File: src/inc/ttp_pkg.sv
/*
  Shared constants for the three-channel timer pin block: register map,
  control field positions, reset values and channel modes.
  Assumes a 32-bit AHB-Lite register bus and a 24-bit count width.
*/
package ttp_pkg;

  localparam int unsigned NUM_CH = 3;
  localparam int unsigned CNT_W = 24;
  localparam int unsigned DATA_W = 32;

  // byte offsets: one window per channel, then the interrupt pair
  localparam logic [5:0] CH_STRIDE = 6'h10;
  localparam logic [3:0] REG_CTRL = 4'h0;
  localparam logic [3:0] REG_CMP = 4'h4;
  localparam logic [3:0] REG_DUTY = 4'h8;
  localparam logic [3:0] REG_CNT = 4'hc;
  localparam logic [5:0] REG_STS = 6'h30;
  localparam logic [5:0] REG_MSK = 6'h34;

  // control/status fields
  localparam int unsigned CS_EN = 0;
  localparam int unsigned CS_MODE = 1;
  localparam int unsigned CS_EXT = 4;
  localparam int unsigned CS_DIR = 5;
  localparam int unsigned CS_GPO = 6;
  localparam int unsigned CS_PIN = 8;
  localparam int unsigned CS_TOUT = 9;
  localparam int unsigned CS_W = 7;

  localparam logic [CS_W-1:0] CTRL_RST = 7'h00;
  localparam logic [CNT_W-1:0] CMP_RST = 24'hffffff;
  localparam logic [CNT_W-1:0] DUTY_RST = 24'h000000;
  localparam logic [NUM_CH-1:0] STS_RST = 3'h0;
  localparam logic [NUM_CH-1:0] MSK_RST = 3'h0;
  localparam logic [1:0] HTRANS_NONSEQ = 2'h2;

  typedef enum logic [2:0] {
    TTP_GPIO = 3'b000,
    TTP_TIMER = 3'b001,
    TTP_PWM = 3'b010,
    TTP_WDOG = 3'b011,
    TTP_EVENT = 3'b100,
    TTP_MEAS = 3'b101
  } ttp_mode_t;

endpackage

File: src/ttp_chan.sv
/*
  One timer channel: counter, compare, pulse modulation, width capture
  and the level it would put on its pin.
  Assumes the pin level is already synchronous to clk_sys_in.
*/
`timescale 1ns/1ps
`default_nettype none

module ttp_chan (
  input wire logic clk_sys_in,
  input wire logic rst_n_in,
  input wire logic en_in,
  input wire logic [2:0] mode_in,
  input wire logic ext_in,
  input wire logic pin_in,
  input wire logic [ttp_pkg::CNT_W-1:0] cmp_in,
  input wire logic [ttp_pkg::CNT_W-1:0] duty_in,
  output logic [ttp_pkg::CNT_W-1:0] cnt_out,
  output logic [ttp_pkg::CNT_W-1:0] cap_out,
  output logic tout_out,
  output logic evt_out
);

  logic pin_prev_q, pin_prev_d;
  logic [ttp_pkg::CNT_W-1:0] cnt_q, cnt_d, cap_q, cap_d;
  logic tout_q, tout_d, evt_q, evt_d;
  logic rise, fall, tick, term;

  assign rise = pin_in & ~pin_prev_q;
  assign fall = ~pin_in & pin_prev_q;
  assign term = (cnt_q == cmp_in);

  always_comb begin
    pin_prev_d = pin_in;
    cnt_d = cnt_q;
    cap_d = cap_q;
    tout_d = tout_q;
    evt_d = 1'b0;
    // internal clock or pin rising edge
    tick = ext_in ? rise : 1'b1;
    if (!en_in) begin
      cnt_d = '0;
      tout_d = 1'b0;
    end else begin
      unique case (mode_in)
        ttp_pkg::TTP_TIMER, ttp_pkg::TTP_EVENT: begin
          if (tick) begin
            cnt_d = term ? '0 : cnt_q + 1'b1;
            evt_d = term;
            if (term) begin
              tout_d = ~tout_q;
            end
          end
        end
        ttp_pkg::TTP_WDOG: begin
          if (tick) begin
            cnt_d = term ? '0 : cnt_q + 1'b1;
            evt_d = term;
            if (term) begin
              tout_d = 1'b1;
            end
          end
        end
        ttp_pkg::TTP_PWM: begin
          if (tick) begin
            cnt_d = term ? '0 : cnt_q + 1'b1;
            evt_d = term;
          end
          tout_d = (cnt_q < duty_in);
        end
        ttp_pkg::TTP_MEAS: begin
          // width of each high pulse on the pin
          if (fall) begin
            cap_d = cnt_q;
            cnt_d = '0;
            evt_d = 1'b1;
          end else if (pin_in && tick) begin
            cnt_d = cnt_q + 1'b1;
          end
        end
        default: begin
          cnt_d = '0;
          tout_d = 1'b0;
        end
      endcase
    end
  end

  always_ff @(posedge clk_sys_in or negedge rst_n_in) begin
    if (!rst_n_in) begin
      pin_prev_q <= 1'b0;
      cnt_q <= '0;
      cap_q <= '0;
      tout_q <= 1'b0;
      evt_q <= 1'b0;
    end else begin
      pin_prev_q <= pin_prev_d;
      cnt_q <= cnt_d;
      cap_q <= cap_d;
      tout_q <= tout_d;
      evt_q <= evt_d;
    end
  end

  assign cnt_out = cnt_q;
  assign cap_out = cap_q;
  assign tout_out = tout_q;
  assign evt_out = evt_q;

endmodule

`default_nettype wire

File: src/ttp_top.sv
/*
  Three independent timers with their pins, an AHB-Lite register slave
  and one level interrupt.
  Register map, byte addresses, one 32-bit word per register; fields not
  listed read as zero:
    n*0x10 + 0x0   control/status of channel n, n = 0..2
                   [0]   enable; clearing it zeroes count and output
                   [3:1] mode
                   [4]   count rising pin edges instead of clocks
                   [5]   gpio mode: module drives the pin
                   [6]   gpio mode: level driven
                   [8]   pin level, read only
                   [9]   timer output level, read only
    n*0x10 + 0x4   compare, 24 bits, reset all ones
    n*0x10 + 0x8   duty, 24 bits, reset zero
    n*0x10 + 0xc   count, read only; last high width in measure mode
    0x30           event status, bit n for channel n, cleared by a read
    0x34           event mask, same layout, reset zero
  Modes:
    0 gpio, the reset role: pin direction and level from [5] and [6]
    1 timer, pin output toggles at each terminal count
    2 pulse modulation, pin high while count is below duty
    3 watchdog, pin output set at terminal count until disabled
    4 event count, pin is an input
    5 measure, pin is an input
    6, 7 unused, pin is an input and the count stays zero
  A period is compare + 1 ticks. An event sets its status bit one clock
  later and irq_out rises in that same clock when the bit is unmasked.
  A status event that meets a clearing read in one clock wins.
  Pin outputs and enables are registered; enables and gpio levels follow a
  control write one clock after the register takes it, timer output levels two.
  Assumes pins are synchronous to clk_sys_in and each level stands for at
  least one clock; a single AHB-Lite master with hready_in tied to
  hreadyout_out; whole-word transfers only, so hsize_in is not decoded.
*/
// Implementation choices: register access over AHB-Lite and the placing of the registers.
`timescale 1ns/1ps
`default_nettype none

module ttp_top (
  input wire logic clk_sys_in,
  input wire logic rst_n_in,
  input wire logic hsel_in,
  input wire logic [31:0] haddr_in,
  input wire logic [1:0] htrans_in,
  input wire logic hwrite_in,
  input wire logic [2:0] hsize_in,
  input wire logic [31:0] hwdata_in,
  input wire logic hready_in,
  output logic [31:0] hrdata_out,
  output logic hreadyout_out,
  output logic hresp_out,
  input wire logic timer_zero_pin_in,
  output logic timer_zero_pin_out,
  output logic timer_zero_pin_oe_out,
  input wire logic timer_one_pin_in,
  output logic timer_one_pin_out,
  output logic timer_one_pin_oe_out,
  input wire logic timer_two_pin_in,
  output logic timer_two_pin_out,
  output logic timer_two_pin_oe_out,
  output logic irq_out
);

  localparam int unsigned N = ttp_pkg::NUM_CH;
  localparam int unsigned W = ttp_pkg::CNT_W;
  localparam int unsigned CW = ttp_pkg::CS_W;

  // register file
  logic [N-1:0][CW-1:0] ctrl_q, ctrl_d;
  logic [N-1:0][W-1:0] cmp_q, cmp_d;
  logic [N-1:0][W-1:0] duty_q, duty_d;
  logic [N-1:0] sts_q, sts_d;
  logic [N-1:0] msk_q, msk_d;
  logic irq_q, irq_d;

  // bus state
  logic wr_pend_q, wr_pend_d;
  logic [5:0] wr_addr_q, wr_addr_d;
  logic [31:0] rdata_q, rdata_d;
  logic ready_q, ready_d;
  logic resp_q, resp_d;

  // pin drive
  logic [N-1:0] pin_o_q, pin_o_d;
  logic [N-1:0] pin_oe_q, pin_oe_d;

  // channel outputs
  logic [N-1:0] pin_lvl;
  logic [N-1:0][W-1:0] cnt;
  logic [N-1:0][W-1:0] cap;
  logic [N-1:0] tout;
  logic [N-1:0] evt;

  logic acc, acc_rd, in_map, sts_rd;

  assign pin_lvl = {timer_two_pin_in, timer_one_pin_in, timer_zero_pin_in};

  // one channel per pin
  for (genvar i = 0; i < N; i++) begin : g_ch
    ttp_chan u_ch (
      .clk_sys_in(clk_sys_in),
      .rst_n_in(rst_n_in),
      .en_in(ctrl_q[i][ttp_pkg::CS_EN]),
      .mode_in(ctrl_q[i][ttp_pkg::CS_MODE +: 3]),
      .ext_in(ctrl_q[i][ttp_pkg::CS_EXT]),
      .pin_in(pin_lvl[i]),
      .cmp_in(cmp_q[i]),
      .duty_in(duty_q[i]),
      .cnt_out(cnt[i]),
      .cap_out(cap[i]),
      .tout_out(tout[i]),
      .evt_out(evt[i])
    );
  end

  // address phase
  assign acc = hsel_in & hready_in & (htrans_in == ttp_pkg::HTRANS_NONSEQ);
  assign in_map = (haddr_in[31:6] == '0);
  assign acc_rd = acc & ~hwrite_in & in_map;
  assign sts_rd = acc_rd & (haddr_in[5:0] == ttp_pkg::REG_STS);

  function automatic logic [31:0] rd_word(
    input logic [5:0] a,
    input logic [N-1:0][CW-1:0] c,
    input logic [N-1:0][W-1:0] cm,
    input logic [N-1:0][W-1:0] du,
    input logic [N-1:0][W-1:0] cn,
    input logic [N-1:0][W-1:0] cp,
    input logic [N-1:0] pl,
    input logic [N-1:0] to,
    input logic [N-1:0] st,
    input logic [N-1:0] mk
  );
    logic [31:0] w;
    logic [1:0] ch;
    w = '0;
    ch = a[5:4];
    if (a == ttp_pkg::REG_STS) begin
      w[N-1:0] = st;
    end else if (a == ttp_pkg::REG_MSK) begin
      w[N-1:0] = mk;
    end else if (32'(ch) < N) begin
      unique case (a[3:0])
        ttp_pkg::REG_CTRL: begin
          w[CW-1:0] = c[ch];
          w[ttp_pkg::CS_PIN] = pl[ch];
          w[ttp_pkg::CS_TOUT] = to[ch];
        end
        ttp_pkg::REG_CMP: w[W-1:0] = cm[ch];
        ttp_pkg::REG_DUTY: w[W-1:0] = du[ch];
        ttp_pkg::REG_CNT: begin
          // measure mode shows the last captured width
          if (c[ch][ttp_pkg::CS_MODE +: 3] == ttp_pkg::TTP_MEAS) begin
            w[W-1:0] = cp[ch];
          end else begin
            w[W-1:0] = cn[ch];
          end
        end
        default: w = '0;
      endcase
    end
    return w;
  endfunction

  // bus slave: zero wait states, always OKAY
  always_comb begin
    wr_pend_d = acc & hwrite_in & in_map;
    wr_addr_d = haddr_in[5:0];
    ready_d = 1'b1;
    resp_d = 1'b0;
    rdata_d = '0;
    if (acc_rd) begin
      rdata_d = rd_word(haddr_in[5:0], ctrl_q, cmp_q, duty_q, cnt, cap,
                        pin_lvl, tout, sts_q, msk_q);
    end
  end

  always_ff @(posedge clk_sys_in or negedge rst_n_in) begin
    if (!rst_n_in) begin
      wr_pend_q <= 1'b0;
      wr_addr_q <= '0;
      rdata_q <= '0;
      ready_q <= 1'b1;
      resp_q <= 1'b0;
    end else begin
      wr_pend_q <= wr_pend_d;
      wr_addr_q <= wr_addr_d;
      rdata_q <= rdata_d;
      ready_q <= ready_d;
      resp_q <= resp_d;
    end
  end

  // register writes in the data phase
  always_comb begin
    logic [1:0] ch;
    ch = wr_addr_q[5:4];
    ctrl_d = ctrl_q;
    cmp_d = cmp_q;
    duty_d = duty_q;
    msk_d = msk_q;
    if (wr_pend_q) begin
      if (wr_addr_q == ttp_pkg::REG_MSK) begin
        msk_d = hwdata_in[N-1:0];
      end else if (32'(ch) < N) begin
        unique case (wr_addr_q[3:0])
          ttp_pkg::REG_CTRL: ctrl_d[ch] = hwdata_in[CW-1:0];
          ttp_pkg::REG_CMP: cmp_d[ch] = hwdata_in[W-1:0];
          ttp_pkg::REG_DUTY: duty_d[ch] = hwdata_in[W-1:0];
          default: ;
        endcase
      end
    end
  end

  always_ff @(posedge clk_sys_in or negedge rst_n_in) begin
    if (!rst_n_in) begin
      for (int i = 0; i < N; i++) begin
        ctrl_q[i] <= ttp_pkg::CTRL_RST;
        cmp_q[i] <= ttp_pkg::CMP_RST;
        duty_q[i] <= ttp_pkg::DUTY_RST;
      end
      msk_q <= ttp_pkg::MSK_RST;
    end else begin
      ctrl_q <= ctrl_d;
      cmp_q <= cmp_d;
      duty_q <= duty_d;
      msk_q <= msk_d;
    end
  end

  // sticky events, cleared by a status read; a new event wins
  always_comb begin
    sts_d = sts_q;
    if (sts_rd) begin
      sts_d = '0;
    end
    sts_d = sts_d | evt;
    irq_d = |(sts_d & msk_d);
  end

  always_ff @(posedge clk_sys_in or negedge rst_n_in) begin
    if (!rst_n_in) begin
      sts_q <= ttp_pkg::STS_RST;
      irq_q <= 1'b0;
    end else begin
      sts_q <= sts_d;
      irq_q <= irq_d;
    end
  end

  // pin role from each channel's mode
  always_comb begin
    for (int i = 0; i < N; i++) begin
      pin_o_d[i] = tout[i];
      unique case (ctrl_q[i][ttp_pkg::CS_MODE +: 3])
        ttp_pkg::TTP_GPIO: begin
          pin_oe_d[i] = ctrl_q[i][ttp_pkg::CS_DIR];
          pin_o_d[i] = ctrl_q[i][ttp_pkg::CS_GPO];
        end
        ttp_pkg::TTP_TIMER, ttp_pkg::TTP_PWM, ttp_pkg::TTP_WDOG: begin
          pin_oe_d[i] = 1'b1;
        end
        ttp_pkg::TTP_EVENT, ttp_pkg::TTP_MEAS: begin
          pin_oe_d[i] = 1'b0;
        end
        default: pin_oe_d[i] = 1'b0;
      endcase
    end
  end

  always_ff @(posedge clk_sys_in or negedge rst_n_in) begin
    if (!rst_n_in) begin
      pin_o_q <= '0;
      pin_oe_q <= '0;
    end else begin
      pin_o_q <= pin_o_d;
      pin_oe_q <= pin_oe_d;
    end
  end

  assign hrdata_out = rdata_q;
  assign hreadyout_out = ready_q;
  assign hresp_out = resp_q;
  assign irq_out = irq_q;
  assign timer_zero_pin_out = pin_o_q[0];
  assign timer_zero_pin_oe_out = pin_oe_q[0];
  assign timer_one_pin_out = pin_o_q[1];
  assign timer_one_pin_oe_out = pin_oe_q[1];
  assign timer_two_pin_out = pin_o_q[2];
  assign timer_two_pin_oe_out = pin_oe_q[2];

endmodule

`default_nettype wire

File: config.mk
export PLATFORM = sky130hd
export DESIGN_NAME = ttp_top
export DESIGN_NICKNAME = d
export VERILOG_FILES = /design/src/inc/ttp_pkg.sv /design/src/ttp_chan.sv /design/src/ttp_top.sv
export SDC_FILE = /design/constraint.sdc
export NUM_CORES = 1
export LEC_CHECK = 0
export BUFFER_PORTS_ARGS = -buffer_cell sky130_fd_sc_hd__buf_2
export CAP_MARGIN = 20
export CORE_ASPECT_RATIO = 0.5
export CORE_MARGIN = 2
export CORE_UTILIZATION = 56
export CTS_CLUSTER_SIZE = 30
export DETAILED_ROUTE_END_ITERATION = 16
export PLACE_DENSITY_LB_ADDON = 0.08
export SLEW_MARGIN = 20
export SYNTH_ARGS = -nofsm -noshare
export SYNTH_HDL_FRONTEND = slang
export SYNTH_SLANG_ARGS = --single-unit
File: constraint.sdc
create_clock -name clk_sys_in -period 2.25 [get_ports clk_sys_in]
set_input_delay 0.45 -clock clk_sys_in [delete_from_list [all_inputs] [get_ports clk_sys_in]]
set_output_delay 0.45 -clock clk_sys_in [all_outputs]
set_load 0.005 [all_outputs]
==> results of run 1 <==
-- repair_timing --
action                                  in CTS  in global routing
endpoints found under the setup margin      60                 91
pin swaps                                   10                 59
resized for setup                           25                 89
hold endpoints to repair                    47                  0
hold buffers                                 1                  0
gates cloned                                 0                  5
setup buffers                                8                 16
-- layout by cell type (no fill, tap or decap), types with 21 or more instances in the layout --
cell,count
dfrtp_1,278
mux2_2,257
buf_4,228
nor2_1,103
buf_2,94
inv_1,89
dfstp_2,72
ha_1,69
mux2i_1,67
nand2_1,60
o21ai_0,53
xor2_1,51
xnor2_1,48
a21oi_1,42
clkbuf_16,38
nand4_1,35
nand3_1,34
o22ai_1,26
nor3_1,25
nor4_1,23
nand2b_1,23
nor2b_1,23
a22oi_1,23
and3_1,22
mux4_2,21
-- final timing paths --
kind | startpoint | endpoint | slack (ps) | cells after the start
max in group asynchronous | rst_n_in | cmp_q[63] | 980 | 3
max | cmp_q[20] | g_ch[0].u_ch.tout_out | -70 | 9
min reg2reg | g_ch[2].u_ch.cap_out[13] | g_ch[2].u_ch.cap_out[13] | 500 | 1
max reg2reg | cmp_q[20] | g_ch[0].u_ch.tout_out | -70 | 9
min in group asynchronous | rst_n_in | pin_oe_q[1] | 470 | 2
min | haddr_in[1] | wr_addr_q[1] | 130 | 1
-- per-layer routing --
layer  GRT usage [%]  wire length [um]  up-vias
li1                -                 -     7214
met1            56.5             32700     8403
met2            48.1             28000      776
met3            18.1              9860       76
met4            6.44              1110        0
met5               0                 0        -
-- worst max-delay path, stage by stage (launching register included) --
cell,delay [ps]
dfstp_2,630
xor2_2,90
nor4_2,280
buf_4,180
nand4_1,160
buf_4,210
nor3b_4,200
a32oi_2,150
a31oi_1,220
nor3_1,70
-- power breakdown --
group / switching [mW] / internal (mW) / total (mW)
logic: 0.793 / 0.541 / 1.33
registers: 0.181 / 6.73 / 6.91
clock network: 2.74 / 3.75 / 6.50
-- stage by stage --
stage	setup WS, ps	area, um^2
final	-68.0	24900
after CTS	-9.45	24400
after global routing	-98.7	24900
after detailed placement	-259	23100
after global placement	-172	23100
after floorplan	-25.8	20500
-- area by class of cell --
class,instances,area (um^2)
Multi-Input combinational cell,1268,10900
Clock buffer,50,1010
Timing Repair Buffer,354,2730
Clock inverter,14,215
Tap cell,484,606
Inverter,89,334
Sequential cell,362,9160
Fill cell,2660,10900
-- kinds of logic (layout without fill, tap and decap cells) --
group,Yosys count,after routing,synth area share [%]
and+or+nand+nor,429,431,11.4
DFF,362,362,45.0
AOI/OAI and AO/OA,300,300,10.2
muxes,349,349,20.1
adders and majority gates,72,72,4.43
xor gates and xnor gates,106,106,4.56
buffers and inverters,204,507,4.34
other,2,10,0.0369
-- registers in the layout, summed over array words and instances, names as in the netlist, 6 cells and up --
| signal | cells |
|---|---|
| cmp_q | 72 |
| duty_q | 72 |
| g_ch.u_ch.cap_out | 72 |
| g_ch.u_ch.cnt_out | 72 |
| hrdata_out | 24 |
| ctrl_q | 21 |
| wr_addr_q | 6 |
==> metrics.cfg, run 1 <==
[sta]
finalHoldViolations = 0
maxSlewHeadroom_pct = 55.7
period_share_pct = 103
rsz0062_at_grt = yes
setup_viol = 11
hold_ws_ps = 130
setup_tns_ps = -215
finalMaxSlewViolations = 0
worst_slew_pin_slew_ps = 662
min_period_ps = 2320
skew_ps = 11.4
timing.final.ws_setup_ps = -68.0
timing.fmax_ghz = 0.431

[synthesis]
synth.largest_area_cell = dfrtp_1
async_reset_ff_share_pct = 100
synth_area_leaders = dfrtp_1 (36%), mux2_2 (14%), dfstp_2 (9.3%), ha_1 (4.4%), mux2i_1 (3.4%)
synth_top_area_share_pct = 35.7
synth_ff_type = dfrtp_1
ys_ff_latch = 362
syn_area_um2 = 20300
yosysSeqAreaShare_pct = 45.0
synth-edff-count = 0
syn_inst = 1824
synth_common_cells = dfrtp_1 (290), mux2_2 (258), nor2_1 (110), inv_1 (89)
yosys_warnings = 0
avgSynthCellArea_um2 = 11.2
synth_cell_types = 81
yosysMostFrequentCell = dfrtp_1

[layout]
fin_nets = 2260
num_antenna_cells = 0
final_cells = 2621
synthToLayoutAreaGrowth_pct = 22.6
final_util_pct = 69.5
layout-drive-gt1-share_pct = 41.1

[clock_tree]
clock_latency_ps = 540
clockBufferDepth = 3
root_buffer = clkbuf_16
cts_buffers = 36
clk_pin_slew_ps = 70
cts_max_level = 2
tritoncts = done
cts_sinks = 362

[status]
outcome = finished with violations
failed_checks = setup timing

[drt]
wl_per_cell_um = 27.3
drt_pre_antenna_iters = 5
wl_mm = 71.6
first_iter_violations = 1580
vias_per_cell = 6.28
drc = 0
num_vias = 16500
detail-route-antenna-nets = 0

[placement]
place_inst = 2530
gp_congestion = 0.974
dpl.hpwl_mm = 54.3
portBuffers = 96

[floorplan]
die-area_um2 = 38000
die_y_um = 139
num_rows = 49
core_region_area_um2 = 35900
die_x_um = 274
start_util_pct = 56.7
pin_count = 118

[power_and_ir_drop]
total_power_mw = 14.7
peakVddDrop_mv = 0.590
p_leak_nw = 11.6
power_density_nw_per_um2 = 591

[global_routing]
grt.overflow.total = 0
antenna_found_initial = 0
grt_pass1_vias = 16100
grt_max_degree = 65
grt_first_pass_wirelength_mm = 104
grtUsageTotal_pct = 37.3

[worst_setup_path]
start_kind = register
worst-path-max-fanout = 3
crit_path_end_kind = register
cp.required_ps = 2670
criticalPathCategory = reg2reg
worstPathArrival_ps = 2740

[min_path]
hold_class = in2reg

[job]
max-cap-violations = 0

Power figures use the tool's default switching activity.
==> inputs of run 2 (changes only) <==
--- a/config.mk
+++ b/config.mk
@@ -12,7 +12,9 @@
 export CORE_UTILIZATION = 56
 export CTS_CLUSTER_SIZE = 30
 export DETAILED_ROUTE_END_ITERATION = 16
+export MAX_ROUTING_LAYER = met4
 export PLACE_DENSITY_LB_ADDON = 0.08
+export SKIP_CTS_REPAIR_TIMING = 1
 export SLEW_MARGIN = 20
 export SYNTH_ARGS = -nofsm -noshare
 export SYNTH_HDL_FRONTEND = slang
==> run 2 against run 1 <==
Against the previous run: the flow still finishes with violations (setup timing); sequential share of layout area increased by 0.45 points; die area stayed put; count of clock-buffer cells in the layout grew 1; power down 3.1%.
==> metrics.cfg, run 2 (synthesis gave the netlist of run 1 again) <==
[status]
outcome = finished with violations  ; unchanged
failed_checks = setup timing  ; unchanged

[placement]
portBuffers = 96  ; unchanged
place_area_um2 = 23000  ; was 23100 um^2
gp_congestion = 0.998  ; was 0.974
dpl.hpwl_mm = 53.9  ; was 54.3 mm

[clock_tree]
clock_latency_ps = 540  ; about the same
root_buffer = clkbuf_16  ; unchanged
clockBufferDepth = 3  ; unchanged
cts_max_level = 2  ; unchanged
clk_pin_slew_ps = 70  ; about the same
tritoncts = done  ; unchanged
cts_sinks = 362  ; unchanged
cts_buffers = 35  ; was 36

[sta]
finalMaxSlewViolations = 0  ; unchanged
finalHoldViolations = 0  ; unchanged
rsz0062_at_grt = yes  ; unchanged
worst_slew_pin_slew_ps = 619  ; was 662 ps
skew_ps = 19.4  ; was 11.4 ps
min_period_ps = 2360  ; was 2320 ps
period_share_pct = 105  ; was 103%
setup_viol = 36  ; was 11
timing.final.ws_setup_ps = -114  ; was -68.0 ps
maxSlewHeadroom_pct = 58.6  ; was 55.7%
setup_tns_ps = -2660  ; was -215 ps
timing.fmax_ghz = 0.423  ; was 0.431 GHz

[drt]
wl_mm = 71.0  ; was 71.6 mm
num_vias = 16500  ; about the same
detail-route-antenna-nets = 0  ; unchanged
wl_per_cell_um = 27.2  ; was 27.3 um
vias_per_cell = 6.34  ; was 6.28
first_iter_violations = 1678  ; was 1580
drc = 0  ; unchanged
drt_pre_antenna_iters = 5  ; unchanged

[global_routing]
grt.overflow.total = 0  ; unchanged
grtUsageTotal_pct = 38.3  ; was 37.3%
antenna_found_initial = 3  ; was 0
grt_max_degree = 64  ; was 65
grt_first_pass_wirelength_mm = 103  ; was 104 mm
grt_pass1_vias = 16000  ; was 16100

[worst_setup_path]
cp.required_ps = 2670  ; about the same
ff2ff_setup_slack_ps = -110  ; was -70 ps
crit_start = ctrl_q[1]  ; was cmp_q[20]
endpoint = g_ch[0].u_ch.cnt_out[23]  ; was g_ch[0].u_ch.tout_out
timing.rr.end = g_ch[0].u_ch.cnt_out[23]  ; was g_ch[0].u_ch.tout_out
worst-path-max-fanout = 11  ; was 3
r2r_start = ctrl_q[1]  ; was cmp_q[20]
worstRegToRegCells = 7  ; was 9
criticalPathCategory = reg2reg  ; unchanged
start_kind = register  ; unchanged
worstPathArrival_ps = 2790  ; was 2740 ps
crit_path_end_kind = register  ; unchanged

[layout]
layout-drive-gt1-share_pct = 39.9  ; was 41.1%
final_common_cell = dfrtp_1  ; unchanged
fin_nets = 2244  ; was 2260
final_cell_mix = dfrtp_1 (279), mux2_2 (257), buf_4 (217)  ; was dfrtp_1 (278), mux2_2 (257), buf_4 (228)
synthToLayoutAreaGrowth_pct = 21.1  ; was 22.6%
final_util_pct = 68.7  ; was 69.5%
postLayoutCellArea_um2 = 24600  ; was 24900 um^2

[floorplan]
start_util_pct = 56.7  ; unchanged
die-area_um2 = 38000  ; unchanged
core_region_area_um2 = 35900  ; unchanged
num_rows = 49  ; unchanged
die_y_um = 139  ; unchanged
pin_count = 118  ; unchanged
die_x_um = 274  ; unchanged

[power_and_ir_drop]
power_density_nw_per_um2 = 580  ; was 591 nW/um^2
p_leak_nw = 11.5  ; was 11.6 nW
peakVddDrop_mv = 0.580  ; was 0.590 mV

[job]
max-cap-violations = 0  ; unchanged

[min_path]
hold_class = in2reg  ; unchanged

## run 2: cell types whose count changed in the layout (fill, tap and decap cells not counted), sizes merged, moves of 2 or more
cell,previous run,this run
clkinvlp,5,1
clkinv,3,8
buf,352,338
bufinv,5,2
clkbuf,51,53
## run 2: metrics by stage
stage | instances | hold slack [ps] | setup WS, ps | power [mW]
after floorplan | 1832 | 154 | -25.8 | 7.56
after global placement | 2525 | 419 | -198 | 8.20
after detailed placement | 2525 | 427 | -222 | 8.25
after CTS | 2588 | -134 | -241 | 14.3
after global routing | 2605 | 93.7 | -176 | 14.7
final | 2606 | 110 | -114 | 14.3
## run 2: final cells by class
class                           count  area, um^2
Inverter                           89         334
Multi-Input combinational cell   1266       10800
Sequential cell                   362        9160
Fill cell                        2589       11200
Tap cell                          484         606
Antenna cell                        1        2.50
Clock buffer                       51        1030
Timing Repair Buffer              341        2590
Clock inverter                     12         120
## run 2: routing by layer
metal | vias to the layer above | global-route usage [%] | wire length, um
met5 | - | - | 0
met4 | 0 | 6.41 | 1210
met3 | 82 | 14.8 | 9820
met2 | 829 | 48.5 | 27800
met1 | 8417 | 57.8 | 32200
li1 | 7182 | - | -
## run 2: how the worst min path moves through the flow
stage / endpoint / slack (ps) / startpoint / cells after the start
global placement: pin_oe_q[1] / 420 / rst_n_in / 1
finish: wr_addr_q[3] / 110 / haddr_in[3] / 1
global route: wr_addr_q[3] / 90 / haddr_in[3] / 1
detailed placement: pin_oe_q[1] / 430 / rst_n_in / 1
floorplan: ctrl_q[0] / 150 / rst_n_in / 0
CTS: pin_o_q[1] / -130 / rst_n_in / 1
## run 2: worst max-delay path, cell delays in order (launching register included)
cell	delay [ps]
dfrtp_1	410
buf_4	180
o2111a_1	260
o211ai_2	340
nand2_1	330
nor4_1	500
xnor2_1	170
nor2_1	50
## run 2: power breakdown
group | total, mW | internal, mW | switching, mW
sequential | 6.91 | 6.73 | 0.184
combinational | 1.29 | 0.522 | 0.769
clock | 6.08 | 3.43 | 2.65
